==> config.mk <==
export PLATFORM = sky130hd
export DESIGN_NAME = swap_skip_tableread_xor_ops
export DESIGN_NICKNAME = d
export VERILOG_FILES = /design/src/verilog/swap_skip_pkg.sv /design/src/verilog/swap_skip_tableread_xor_ops.sv
export SDC_FILE = /design/constraint.sdc
export NUM_CORES = 1
export LEC_CHECK = 0
export BUFFER_PORTS_ARGS = -buffer_cell sky130_fd_sc_hd__buf_2
export CAP_MARGIN = 20
export CORE_ASPECT_RATIO = 1.1
export CORE_MARGIN = 2
export CORE_UTILIZATION = 45
export CTS_BUF_LIST = sky130_fd_sc_hd__clkbuf_4
export CTS_CLUSTER_SIZE = 12
export DETAILED_ROUTE_END_ITERATION = 12
export GPL_TIMING_DRIVEN = 0
export PLACE_DENSITY_LB_ADDON = 0.08
export SYNTH_ARGS = -nofsm -noshare
export SYNTH_HDL_FRONTEND = slang
export SYNTH_SLANG_ARGS = --single-unit
==> constraint.sdc <==
create_clock -name ref_clk_in -period 10.2 [get_ports ref_clk_in]
set_clock_uncertainty 0.15 [all_clocks]
set_input_delay 2.55 -clock ref_clk_in [delete_from_list [all_inputs] [get_ports ref_clk_in]]
set_output_delay 2.55 -clock ref_clk_in [all_outputs]
set_load 0.005 [all_outputs]
==> src/verilog/swap_skip_pkg.sv <==
// Purpose: Shared constants and types for the swap/skip/table/xor unit
// Assumes: 32-bit classic Wishbone register access, 100 MHz clock
// Notes:   Register offsets are byte addresses of aligned words
package swap_skip_pkg;

    // ----------------------------------------------------------------
    // Widths
    // ----------------------------------------------------------------
    localparam int DATA_W = 8;
    localparam int ROM_W = 14;
    localparam int ROM_ADR_W = 11;
    localparam int PAGE_W = 3;
    localparam int DMEM_ADR_W = 7;
    localparam int DMEM_DEPTH = 96;
    localparam int TABLE_HIGH_REGISTER_W = ROM_W - DATA_W;
    localparam int WB_ADR_W = 5;

    // ----------------------------------------------------------------
    // Register offsets
    // ----------------------------------------------------------------
    localparam logic [WB_ADR_W-1:0] OFS_INSTR = 5'h00;
    localparam logic [WB_ADR_W-1:0] OFS_ACC = 5'h04;
    localparam logic [WB_ADR_W-1:0] OFS_TABLE_POINTER = 5'h08;
    localparam logic [WB_ADR_W-1:0] OFS_TABLE_HIGH_REGISTER = 5'h0C;
    localparam logic [WB_ADR_W-1:0] OFS_STATUS = 5'h10;
    localparam logic [WB_ADR_W-1:0] OFS_PAGE = 5'h14;
    localparam logic [WB_ADR_W-1:0] OFS_DADR = 5'h18;
    localparam logic [WB_ADR_W-1:0] OFS_DDAT = 5'h1C;

    // ----------------------------------------------------------------
    // Field positions
    // ----------------------------------------------------------------
    localparam int INS_OP_LSB = 0;
    localparam int INS_BIT_LSB = 4;
    localparam int INS_ADR_LSB = 8;
    localparam int INS_IMM_LSB = 16;
    localparam int ST_ZERO_BIT = 0;
    localparam int ST_BUSY_BIT = 1;
    localparam int ST_SKIP_BIT = 2;

    // ----------------------------------------------------------------
    // Reset values and fixed pages
    // ----------------------------------------------------------------
    localparam logic [DATA_W-1:0] BYTE_ZERO = 8'h00;
    localparam logic [TABLE_HIGH_REGISTER_W-1:0] TABLE_HIGH_REGISTER_RST = 6'h00;
    localparam logic [PAGE_W-1:0] PAGE_RST = 3'h0;
    localparam logic [PAGE_W-1:0] LAST_PAGE = 3'h7;
    localparam logic [31:0] WORD_ZERO = 32'h0000_0000;

    // ----------------------------------------------------------------
    // Opcodes and states
    // ----------------------------------------------------------------
    typedef enum logic [3:0] {
        OP_NOP = 4'h0,
        OP_NIBBLE_SWAP_TO_ACC = 4'h1,
        OP_SKIP_WHEN_ZERO = 4'h2,
        OP_LOAD_ACC_SKIP_WHEN_ZERO = 4'h3,
        OP_SKIP_BIT_ZERO = 4'h4,
        OP_TABLE_READ_CURRENT_PAGE = 4'h5,
        OP_TABLE_READ_LAST_PAGE = 4'h6,
        OP_XOR_ACC_MEM = 4'h7,
        OP_EXCLUSIVE_OR_TO_MEMORY = 4'h8,
        OP_XOR_IMM = 4'h9
    } op_e;

    typedef enum logic [1:0] {
        ST_IDLE = 2'b00,
        ST_ROM_WAIT = 2'b01,
        ST_DUMMY = 2'b10
    } state_e;

    typedef struct packed {
        logic [DATA_W-1:0] imm;
        logic [DMEM_ADR_W-1:0] addr;
        logic [2:0] bit_sel;
        logic [3:0] opcode;
    } instr_s;

    typedef struct packed {
        logic rd;
        logic [ROM_ADR_W-1:0] addr;
    } rom_req_s;

endpackage : swap_skip_pkg

==> src/verilog/swap_skip_tableread_xor_ops.sv <==
// Purpose: Executes swap, skip, table read and xor instructions
// Assumes: Issued by writing the instruction register over Wishbone
// Notes:   Program memory answers in the cycle its read strobe is high
//          Writes while busy are acknowledged and dropped
//          Table reads and taken skips keep it busy one cycle
//          Data memory keeps its contents through reset
//
// Summary of operation
// (RULE_01) Swap nibbles of byte into accumulator
// (RULE_02) Skip next instruction when byte is zero
// (RULE_03) Skip discards prefetch, adds one dummy cycle
// (RULE_04) Load byte to accumulator, skip if zero
// (RULE_05) Skip next when selected bit is zero
// (RULE_06) Current page table read to memory, high
// (RULE_07) Last page table read to memory, high
// (RULE_08) Xor memory into accumulator, zero flag only
// (RULE_09) Xor accumulator into memory, zero flag only
// (RULE_10) Xor immediate into accumulator, zero flag only
// (RULE_11) Page from program counter; last page highest (here the current page is the software-written page_r, not a program counter)
//
// Chosen here: the address map and the Wishbone register port.
`timescale 1ns/100ps

module swap_skip_tableread_xor_ops (
    input wire logic ref_clk_in,
    input wire logic rst_n_in,
    input wire logic wb_cyc_in,
    input wire logic wb_stb_in,
    input wire logic wb_we_in,
    input wire logic [swap_skip_pkg::WB_ADR_W-1:0] wb_adr_in,
    input wire logic [3:0] wb_sel_in,
    input wire logic [31:0] wb_dat_in,
    output logic [31:0] wb_dat_out,
    output logic wb_ack_out,
    output swap_skip_pkg::rom_req_s rom_req_out,
    input wire logic [swap_skip_pkg::ROM_W-1:0] rom_data_in,
    output logic skip_out
);
    import swap_skip_pkg::*;

    // ----------------------------------------------------------------
    // State
    // ----------------------------------------------------------------
    state_e state_r;
    state_e state_nxt;
    logic [DATA_W-1:0] accumulator_r;
    logic [DATA_W-1:0] accumulator_nxt;
    logic [DATA_W-1:0] table_pointer_r;
    logic [TABLE_HIGH_REGISTER_W-1:0] table_high_register_r;
    logic [PAGE_W-1:0] page_r;
    logic [DMEM_ADR_W-1:0] dadr_r;
    logic [DMEM_ADR_W-1:0] dest_r;
    logic zero_r;
    logic zero_nxt;
    logic skip_r;
    logic ack_r;
    logic [31:0] rd_dat_r;
    rom_req_s rom_req_r;
    rom_req_s rom_req_nxt;
    logic [DATA_W-1:0] dmem [0:DMEM_DEPTH-1];

    // ----------------------------------------------------------------
    // Bus decode
    // ----------------------------------------------------------------
    wire bus_req = wb_cyc_in & wb_stb_in;
    wire bus_fire = bus_req & ack_r;
    wire wr_fire = bus_fire & wb_we_in & wb_sel_in[0];
    wire idle = (state_r == ST_IDLE);
    wire hit_instr = (wb_adr_in == OFS_INSTR);
    wire hit_acc = (wb_adr_in == OFS_ACC);
    wire hit_table_pointer = (wb_adr_in == OFS_TABLE_POINTER);
    wire hit_table_high_register = (wb_adr_in == OFS_TABLE_HIGH_REGISTER);
    wire hit_status = (wb_adr_in == OFS_STATUS);
    wire hit_page = (wb_adr_in == OFS_PAGE);
    wire hit_dadr = (wb_adr_in == OFS_DADR);
    wire hit_ddat = (wb_adr_in == OFS_DDAT);
    wire wr_ok = wr_fire & idle;
    wire go = wr_ok & hit_instr;
    // (RULE_06) Program word being taken
    wire in_rom = (state_r == ST_ROM_WAIT);
    // (RULE_03) Dummy cycle in progress
    wire in_dummy = (state_r == ST_DUMMY);

    // ----------------------------------------------------------------
    // Instruction fields
    // ----------------------------------------------------------------
    instr_s ins;
    assign ins.opcode = wb_dat_in[INS_OP_LSB +: 4];
    // (RULE_05) Bit select field
    assign ins.bit_sel = wb_dat_in[INS_BIT_LSB +: 3];
    assign ins.addr = wb_dat_in[INS_ADR_LSB +: DMEM_ADR_W];
    // (RULE_10) Immediate operand field
    assign ins.imm = wb_dat_in[INS_IMM_LSB +: DATA_W];

    wire ins_adr_ok = (32'(ins.addr) < DMEM_DEPTH);
    wire [DATA_W-1:0] m_byte = ins_adr_ok ? dmem[ins.addr] : BYTE_ZERO;
    // (RULE_02) Zero byte compare
    wire m_is_zero = (m_byte == BYTE_ZERO);
    wire m_bit = m_byte[ins.bit_sel];
    // (RULE_08) Accumulator xor memory
    wire [DATA_W-1:0] xor_mem = accumulator_r ^ m_byte;
    // (RULE_10) Accumulator xor immediate
    wire [DATA_W-1:0] xor_imm = accumulator_r ^ ins.imm;
    wire dadr_ok = (32'(dadr_r) < DMEM_DEPTH);
    wire [DATA_W-1:0] d_byte = dadr_ok ? dmem[dadr_r] : BYTE_ZERO;
    wire dest_ok = (32'(dest_r) < DMEM_DEPTH);

    // ----------------------------------------------------------------
    // Nibble swap
    // ----------------------------------------------------------------
    logic [DATA_W-1:0] swapped;

    // (RULE_01) Halves exchanged per bit
    for (genvar gi = 0; gi < DATA_W; gi++) begin : g_swap
        assign swapped[gi] = m_byte[(gi + DATA_W / 2) % DATA_W];
    end

    // ----------------------------------------------------------------
    // Execute decode
    // ----------------------------------------------------------------
    logic skip_cond;
    logic mem_we;
    logic [DMEM_ADR_W-1:0] mem_adr;
    logic [DATA_W-1:0] mem_dat;
    wire skip_go = go & skip_cond;

    always_comb begin
        state_nxt = state_r;
        accumulator_nxt = accumulator_r;
        zero_nxt = zero_r;
        skip_cond = 1'b0;
        rom_req_nxt.rd = 1'b0;
        rom_req_nxt.addr = rom_req_r.addr;
        mem_we = 1'b0;
        mem_adr = dadr_r;
        mem_dat = wb_dat_in[DATA_W-1:0];
        unique case (state_r)
            ST_IDLE: begin
                if (wr_ok & hit_acc) begin
                    accumulator_nxt = wb_dat_in[DATA_W-1:0];
                end
                if (wr_ok & hit_ddat) begin
                    mem_we = dadr_ok;
                end
                if (go) begin
                    unique case (ins.opcode)
                        // (RULE_01) Swapped byte to accumulator
                        OP_NIBBLE_SWAP_TO_ACC: begin
                            accumulator_nxt = swapped;
                        end
                        // (RULE_02) Zero byte test
                        OP_SKIP_WHEN_ZERO: begin
                            skip_cond = m_is_zero;
                        end
                        // (RULE_04) Load and test byte
                        OP_LOAD_ACC_SKIP_WHEN_ZERO: begin
                            accumulator_nxt = m_byte;
                            skip_cond = m_is_zero;
                        end
                        // (RULE_05) Selected bit test
                        OP_SKIP_BIT_ZERO: begin
                            skip_cond = ~m_bit;
                        end
                        // (RULE_06) Current page address
                        // (RULE_11) Page from software page register page_r
                        OP_TABLE_READ_CURRENT_PAGE: begin
                            rom_req_nxt.rd = 1'b1;
                            rom_req_nxt.addr = {page_r, table_pointer_r};
                            state_nxt = ST_ROM_WAIT;
                        end
                        // (RULE_07) Last page address
                        // (RULE_11) Highest page constant
                        OP_TABLE_READ_LAST_PAGE: begin
                            rom_req_nxt.rd = 1'b1;
                            rom_req_nxt.addr = {LAST_PAGE, table_pointer_r};
                            state_nxt = ST_ROM_WAIT;
                        end
                        // (RULE_08) Xor into accumulator
                        OP_XOR_ACC_MEM: begin
                            accumulator_nxt = xor_mem;
                            zero_nxt = (xor_mem == BYTE_ZERO);
                        end
                        // (RULE_09) Xor back into memory
                        OP_EXCLUSIVE_OR_TO_MEMORY: begin
                            mem_we = ins_adr_ok;
                            mem_adr = ins.addr;
                            mem_dat = xor_mem;
                            zero_nxt = (xor_mem == BYTE_ZERO);
                        end
                        // (RULE_10) Xor immediate
                        OP_XOR_IMM: begin
                            accumulator_nxt = xor_imm;
                            zero_nxt = (xor_imm == BYTE_ZERO);
                        end
                        default: begin
                        end
                    endcase
                    // (RULE_03) Skip inserts dummy cycle
                    if (skip_cond) begin
                        state_nxt = ST_DUMMY;
                    end
                end
            end
            ST_ROM_WAIT: begin
                // (RULE_06) Low byte to memory
                // (RULE_07) Low byte to memory
                mem_we = dest_ok;
                mem_adr = dest_r;
                mem_dat = rom_data_in[DATA_W-1:0];
                state_nxt = ST_IDLE;
            end
            ST_DUMMY: begin
                state_nxt = ST_IDLE;
            end
            default: begin
                state_nxt = ST_IDLE;
            end
        endcase
    end

    // ----------------------------------------------------------------
    // Read mux
    // ----------------------------------------------------------------
    logic [31:0] rd_mux;

    always_comb begin
        rd_mux = WORD_ZERO;
        if (hit_acc) begin
            rd_mux[DATA_W-1:0] = accumulator_r;
        end
        if (hit_table_pointer) begin
            rd_mux[DATA_W-1:0] = table_pointer_r;
        end
        if (hit_table_high_register) begin
            rd_mux[TABLE_HIGH_REGISTER_W-1:0] = table_high_register_r;
        end
        if (hit_status) begin
            rd_mux[ST_ZERO_BIT] = zero_r;
            rd_mux[ST_BUSY_BIT] = ~idle;
            rd_mux[ST_SKIP_BIT] = in_dummy;
        end
        if (hit_page) begin
            rd_mux[PAGE_W-1:0] = page_r;
        end
        if (hit_dadr) begin
            rd_mux[DMEM_ADR_W-1:0] = dadr_r;
        end
        if (hit_ddat) begin
            rd_mux[DATA_W-1:0] = d_byte;
        end
    end

    // ----------------------------------------------------------------
    // Bus registers
    // ----------------------------------------------------------------
    always_ff @(posedge ref_clk_in) begin
        if (!rst_n_in) begin
            ack_r <= 1'b0;
            rd_dat_r <= WORD_ZERO;
        end else begin
            ack_r <= bus_req & ~ack_r;
            if (bus_req & ~ack_r) begin
                rd_dat_r <= rd_mux;
            end
        end
    end

    // ----------------------------------------------------------------
    // Software registers
    // ----------------------------------------------------------------
    always_ff @(posedge ref_clk_in) begin
        if (!rst_n_in) begin
            table_pointer_r <= BYTE_ZERO;
            page_r <= PAGE_RST;
            dadr_r <= DMEM_ADR_W'(0);
        end else if (wr_ok) begin
            if (hit_table_pointer) begin
                table_pointer_r <= wb_dat_in[DATA_W-1:0];
            end
            // (RULE_11) Current page from software
            if (hit_page) begin
                page_r <= wb_dat_in[PAGE_W-1:0];
            end
            if (hit_dadr) begin
                dadr_r <= wb_dat_in[DMEM_ADR_W-1:0];
            end
        end
    end

    // ----------------------------------------------------------------
    // Execution registers
    // ----------------------------------------------------------------
    always_ff @(posedge ref_clk_in) begin
        if (!rst_n_in) begin
            state_r <= ST_IDLE;
            accumulator_r <= BYTE_ZERO;
            zero_r <= 1'b0;
            skip_r <= 1'b0;
            rom_req_r <= '0;
            dest_r <= DMEM_ADR_W'(0);
        end else begin
            state_r <= state_nxt;
            accumulator_r <= accumulator_nxt;
            zero_r <= zero_nxt;
            // (RULE_03) Discard pulse for prefetch
            skip_r <= skip_go;
            rom_req_r <= rom_req_nxt;
            if (go) begin
                dest_r <= ins.addr;
            end
        end
    end

    // ----------------------------------------------------------------
    // Table high register
    // ----------------------------------------------------------------
    always_ff @(posedge ref_clk_in) begin
        if (!rst_n_in) begin
            table_high_register_r <= TABLE_HIGH_REGISTER_RST;
        end else if (in_rom) begin
            // (RULE_06) High part captured
            // (RULE_07) High part captured
            table_high_register_r <= rom_data_in[ROM_W-1:DATA_W];
        end
    end

    // ----------------------------------------------------------------
    // Data memory
    // ----------------------------------------------------------------
    always_ff @(posedge ref_clk_in) begin
        // (RULE_09) Results written back
        if (mem_we) begin
            dmem[mem_adr] <= mem_dat;
        end
    end

    // ----------------------------------------------------------------
    // Outputs
    // ----------------------------------------------------------------
    assign wb_ack_out = ack_r;
    assign wb_dat_out = rd_dat_r;
    assign rom_req_out = rom_req_r;
    assign skip_out = skip_r;

endmodule : swap_skip_tableread_xor_ops

==> impl.org <==
** CTS
- CTS H-Tree Depth :: 4
- After clock tree synthesis, the clock-pin slew on the worst setup and hold paths is 0.07 ns.
- The longest clock path from root to sink contains 3 buffers.
- Once the clock tree was built, the resizer swapped 0 gates to a different size.
- Clock latency at the later pin of the worst-skew pair :: 1.21 ns
- Clock tree synthesis inserted a total of 219 buffers.
- Count of hold-fix buffers inserted at cts :: 0
- Root Buffer Master :: sky130_fd_sc_hd__clkbuf_4
- TritonCTS built the clock tree.
- After clock tree synthesis, the setup repair step added 0 buffers.
- Clock tree synthesis found a total of 839 sinks.

** Timing
- Final slew viol count :: 0
- Post-route minimum period :: 7.45 ns
- In the final timing run, aggregate negative setup slack is 0 ns.
- Final number of setup-violating endpoints :: 0
- Based on the critical path, the design can be clocked at up to 134 MHz.
- Final setup margin :: 2.75 ns
- Worst slew pin tran :: 1.29 ns
- Setup repair after global routing left no endpoint under its margin.
- The final-report hold violation count was 0.
- Final clock period utilization by the worst path :: 73.0%
- Rel. slew slack :: 14.3%

** Cells and area
- Combined area of the multi-input logic cells :: 14700 µm²
- With fillers left out, the area of the finished cells amounts to 45500 µm².
- Area added between synthesis and finish :: 13.8%
- Area of all sequential standard cells :: 24500 µm²
- The final layout contains 2603 nets.
- Proportion of layout cells with a drive suffix above 1 :: 39.2%
- Cells fill 51.7% of the core in the end.
- Filler cell count in the final layout :: 7244

** Critical path
- The worst setup path is launched from an input port.
- Among the stages of the critical path, the cell type that occurs most often is sky130_fd_sc_hd__buf_6.
- Worst setup path class :: input port to flop
- Cell Chain, Critical Path :: buf_6, buf_8, buf_6, buf_6, inv_2, buf_2, clkbuf_1, nand2_1, nand3_1, o211ai_1, nand3_1, xor2_1, a211oi_1, nor2_4, buf_12, buf_12
- Crit-path max cell delay :: 1.01 ns
- Data arrival at the endpoint of the critical path :: 8.25 ns
- In this run the worst path has a maximum fanout of 38.
- Worst Path Required :: 11.00 ns
- Slowest cell on the critical path :: sky130_fd_sc_hd__clkbuf_1
- CP Capture Type :: flop

** Logic synthesis
- After synthesis, flip-flops and latches occupy 61.2% of the total area.
- Count of flip-flops with a built-in enable after synthesis :: 768
- Post-Synthesis Cell Area :: 40000 µm²
- Most frequently used flop master after synthesis :: sky130_fd_sc_hd__edfxtp_1
- The largest total area in the synthesized netlist belongs to sky130_fd_sc_hd__edfxtp_1.
- Among all cell types in the netlist, the one instantiated most often is sky130_fd_sc_hd__edfxtp_1.
- For this run, the number of Yosys warnings is 0.
- Synth Instances :: 2178
- Sorting the synthesized cells by how often they occur yields 768 x sky130_fd_sc_hd__edfxtp_1, 446 x sky130_fd_sc_hd__mux4_2, 155 x sky130_fd_sc_hd__nor2_1, 77 x sky130_fd_sc_hd__clkbuf_1, 72 x sky130_fd_sc_hd__nand2_1.
- Number of distinct library cells after synthesis :: 74
- In this run the biggest area consumer among cell types represents 57.7% of the synthesized area.
- FFs w/ async S/R, synth :: 0%
- Synth Register Bits :: 839
- Largest cells by area after synthesis :: sky130_fd_sc_hd__edfxtp_1 58%, sky130_fd_sc_hd__mux4_2 25%, sky130_fd_sc_hd__dfxtp_1 3.6%, sky130_fd_sc_hd__mux2i_1 1.8%, sky130_fd_sc_hd__nor2_1 1.5%
- After synthesis, the mean cell area works out to 18.4 µm².

** Detailed routing
- For this block, the initial DRC count from the detailed router was 4243.
- The routed design has 156 mm of wire.
- Antenna violation net count after detailed routing :: 0
- After detailed routing, the number of remaining DRC violations is 0.
- Vias per inst :: 6.79
- Via count :: 26200
- Iteration count of the initial detailed-routing pass :: 8
- Wire length per cell after detailed routing :: 40.3 µm

** Die
- Count of standard-cell rows :: 114
- Core Footprint :: 88000 µm²
- The die covers 91200 µm².
- From bottom edge to top edge, the die measures 317 µm.
- IO Pins :: 106
- The die is 288 µm wide.
- The initial utilization of the core area, before any placement, comes to 45.4%.

** GRT
- Number of antenna violations at the first check in global routing :: 7
- Overflow left after global routing :: 0
- For this run, the total global-route usage over all layers was measured as 34.8%.
- The number of global-route vias before repair is 26100.
- The first global-routing pass estimated 211 mm of wire.
- Entering global routing, the biggest net connects 97 pins.

** Outcome
- The flow ran to the end, and the final reports show no timing, DRC or antenna violations.

** Pwr
- The analysis attributes to cell leakage a power of 0.0143 µW.
- Power Total :: 7150 µW
- Across the VDD grid, the largest voltage drop is 99.6 µV.
- For this design the ratio of total power to cell area is 157 nW/µm².

** Place
- IO buf count :: 62
- Detailed placement finished with a half-perimeter wire length of 110 mm.
- Routability congestion estimate :: 0.997
- Setup Slack @ Placement :: 1.91 ns
- Area after detailed placement :: 42700 µm²

** Worst hold path
- The min-delay analysis places its worst path in the category flop to flop.

** Run
- The tool flagged a number of max-cap violations equal to 0.
-- worst max-delay path, delay by kind of cell --
| kind | cells | cell delay [ns] |
|---|---|---|
| buffers and inverters | 9 | 3.44 |
| and+or+nand+nor | 4 | 1.43 |
| xor gates and xnor gates | 1 | 0.29 |
| AOI/OAI and AO/OA | 2 | 0.42 |
-- cells in the final DEF (no fill, tap or decap), types with 32 or more instances in the layout --
| cell | netlist | layout |
|---|---|---|
| sky130_fd_sc_hd__nor2_1 | 155 | 151 |
| sky130_fd_sc_hd__buf_4 | 38 | 42 |
| sky130_fd_sc_hd__clkbuf_4 | 0 | 316 |
| sky130_fd_sc_hd__clkbuf_1 | 77 | 72 |
| sky130_fd_sc_hd__mux4_2 | 446 | 446 |
| sky130_fd_sc_hd__edfxtp_1 | 768 | 768 |
| sky130_fd_sc_hd__nand2_1 | 72 | 71 |
| sky130_fd_sc_hd__buf_6 | 5 | 32 |
| sky130_fd_sc_hd__mux2i_1 | 70 | 70 |
| sky130_fd_sc_hd__nor2b_1 | 43 | 43 |
| sky130_fd_sc_hd__dfxtp_1 | 71 | 71 |
| sky130_fd_sc_hd__clkinv_1 | 0 | 44 |
| sky130_fd_sc_hd__buf_2 | 55 | 118 |
-- registers in the layout (all words and copies together) (netlist names), named ones only --
signal	count
wb_dat_out	8
accumulator_r	8
table_high_register_r	6
dmem	768
zero_r	1
state_r	2
rom_req_out	12
wb_ack_out	1
table_pointer_r	8
dadr_r	7
skip_out	1
dest_r	7
page_r	3
-- cell families after synthesis --
family,count (synthesis),synth area share (%)
flops,839,61.2
xor+xnor,25,0.548
buf+inv,194,2.47
other cells,1,0.00938
compound gates,219,4.01
simple gates,373,4.52
mux,527,27.2
-- final timing paths --
path	start	endpoint	slack, ns	cells after the start
max	wb_dat_in[8]	dmem[24][1]	2.75	16
min reg2reg	table_high_register_r[4]	table_high_register_r[4]	0.32	2
max reg2reg	flop	wb_dat_out[2]	5.06	10
min	table_high_register_r[4]	table_high_register_r[4]	0.32	2
-- layout make-up --
class | instances | share of cell area, %
clock buffer | 316 | 5.21
sequential | 839 | 53.8
timing repair buffer | 121 | 2.56
clock inverter | 62 | 0.789
buffer | 189 | 2.15
antenna | 8 | 0.0440
tap | 1160 | 3.19
multi-input combinational | 1168 | 32.2
inverter | 5 | 0.0412
-- power breakdown --
group / internal (µW) / switching (µW) / total (µW) / leakage, µW
logic: 147 / 312 / 459 / 0.00528
clock network: 1490 / 1450 / 2940 / 0.00160
registers: 3750 / 1.79 / 3750 / 0.00747
total: 5380 / 1770 / 7150 / 0.0143
-- per-stage QoR --
step                      hold WS [ns]  std cells
after floorplan                  0.290       2201
after global routing             0.338       3863
after CTS                        0.318       3852
after global placement           0.305       3423
after detailed placement         0.311       3474
final                            0.322       3868
-- per-layer routing --
layer	up-vias	track usage [%]	share of wire, %
met1	13800	43.8	35
met3	443	9.85	11
met4	2	20.2	6.2
li1	10000	-	-
met2	1955	54.4	47
met5	-	0	0.0064
(Power assumes the default switching activity.)
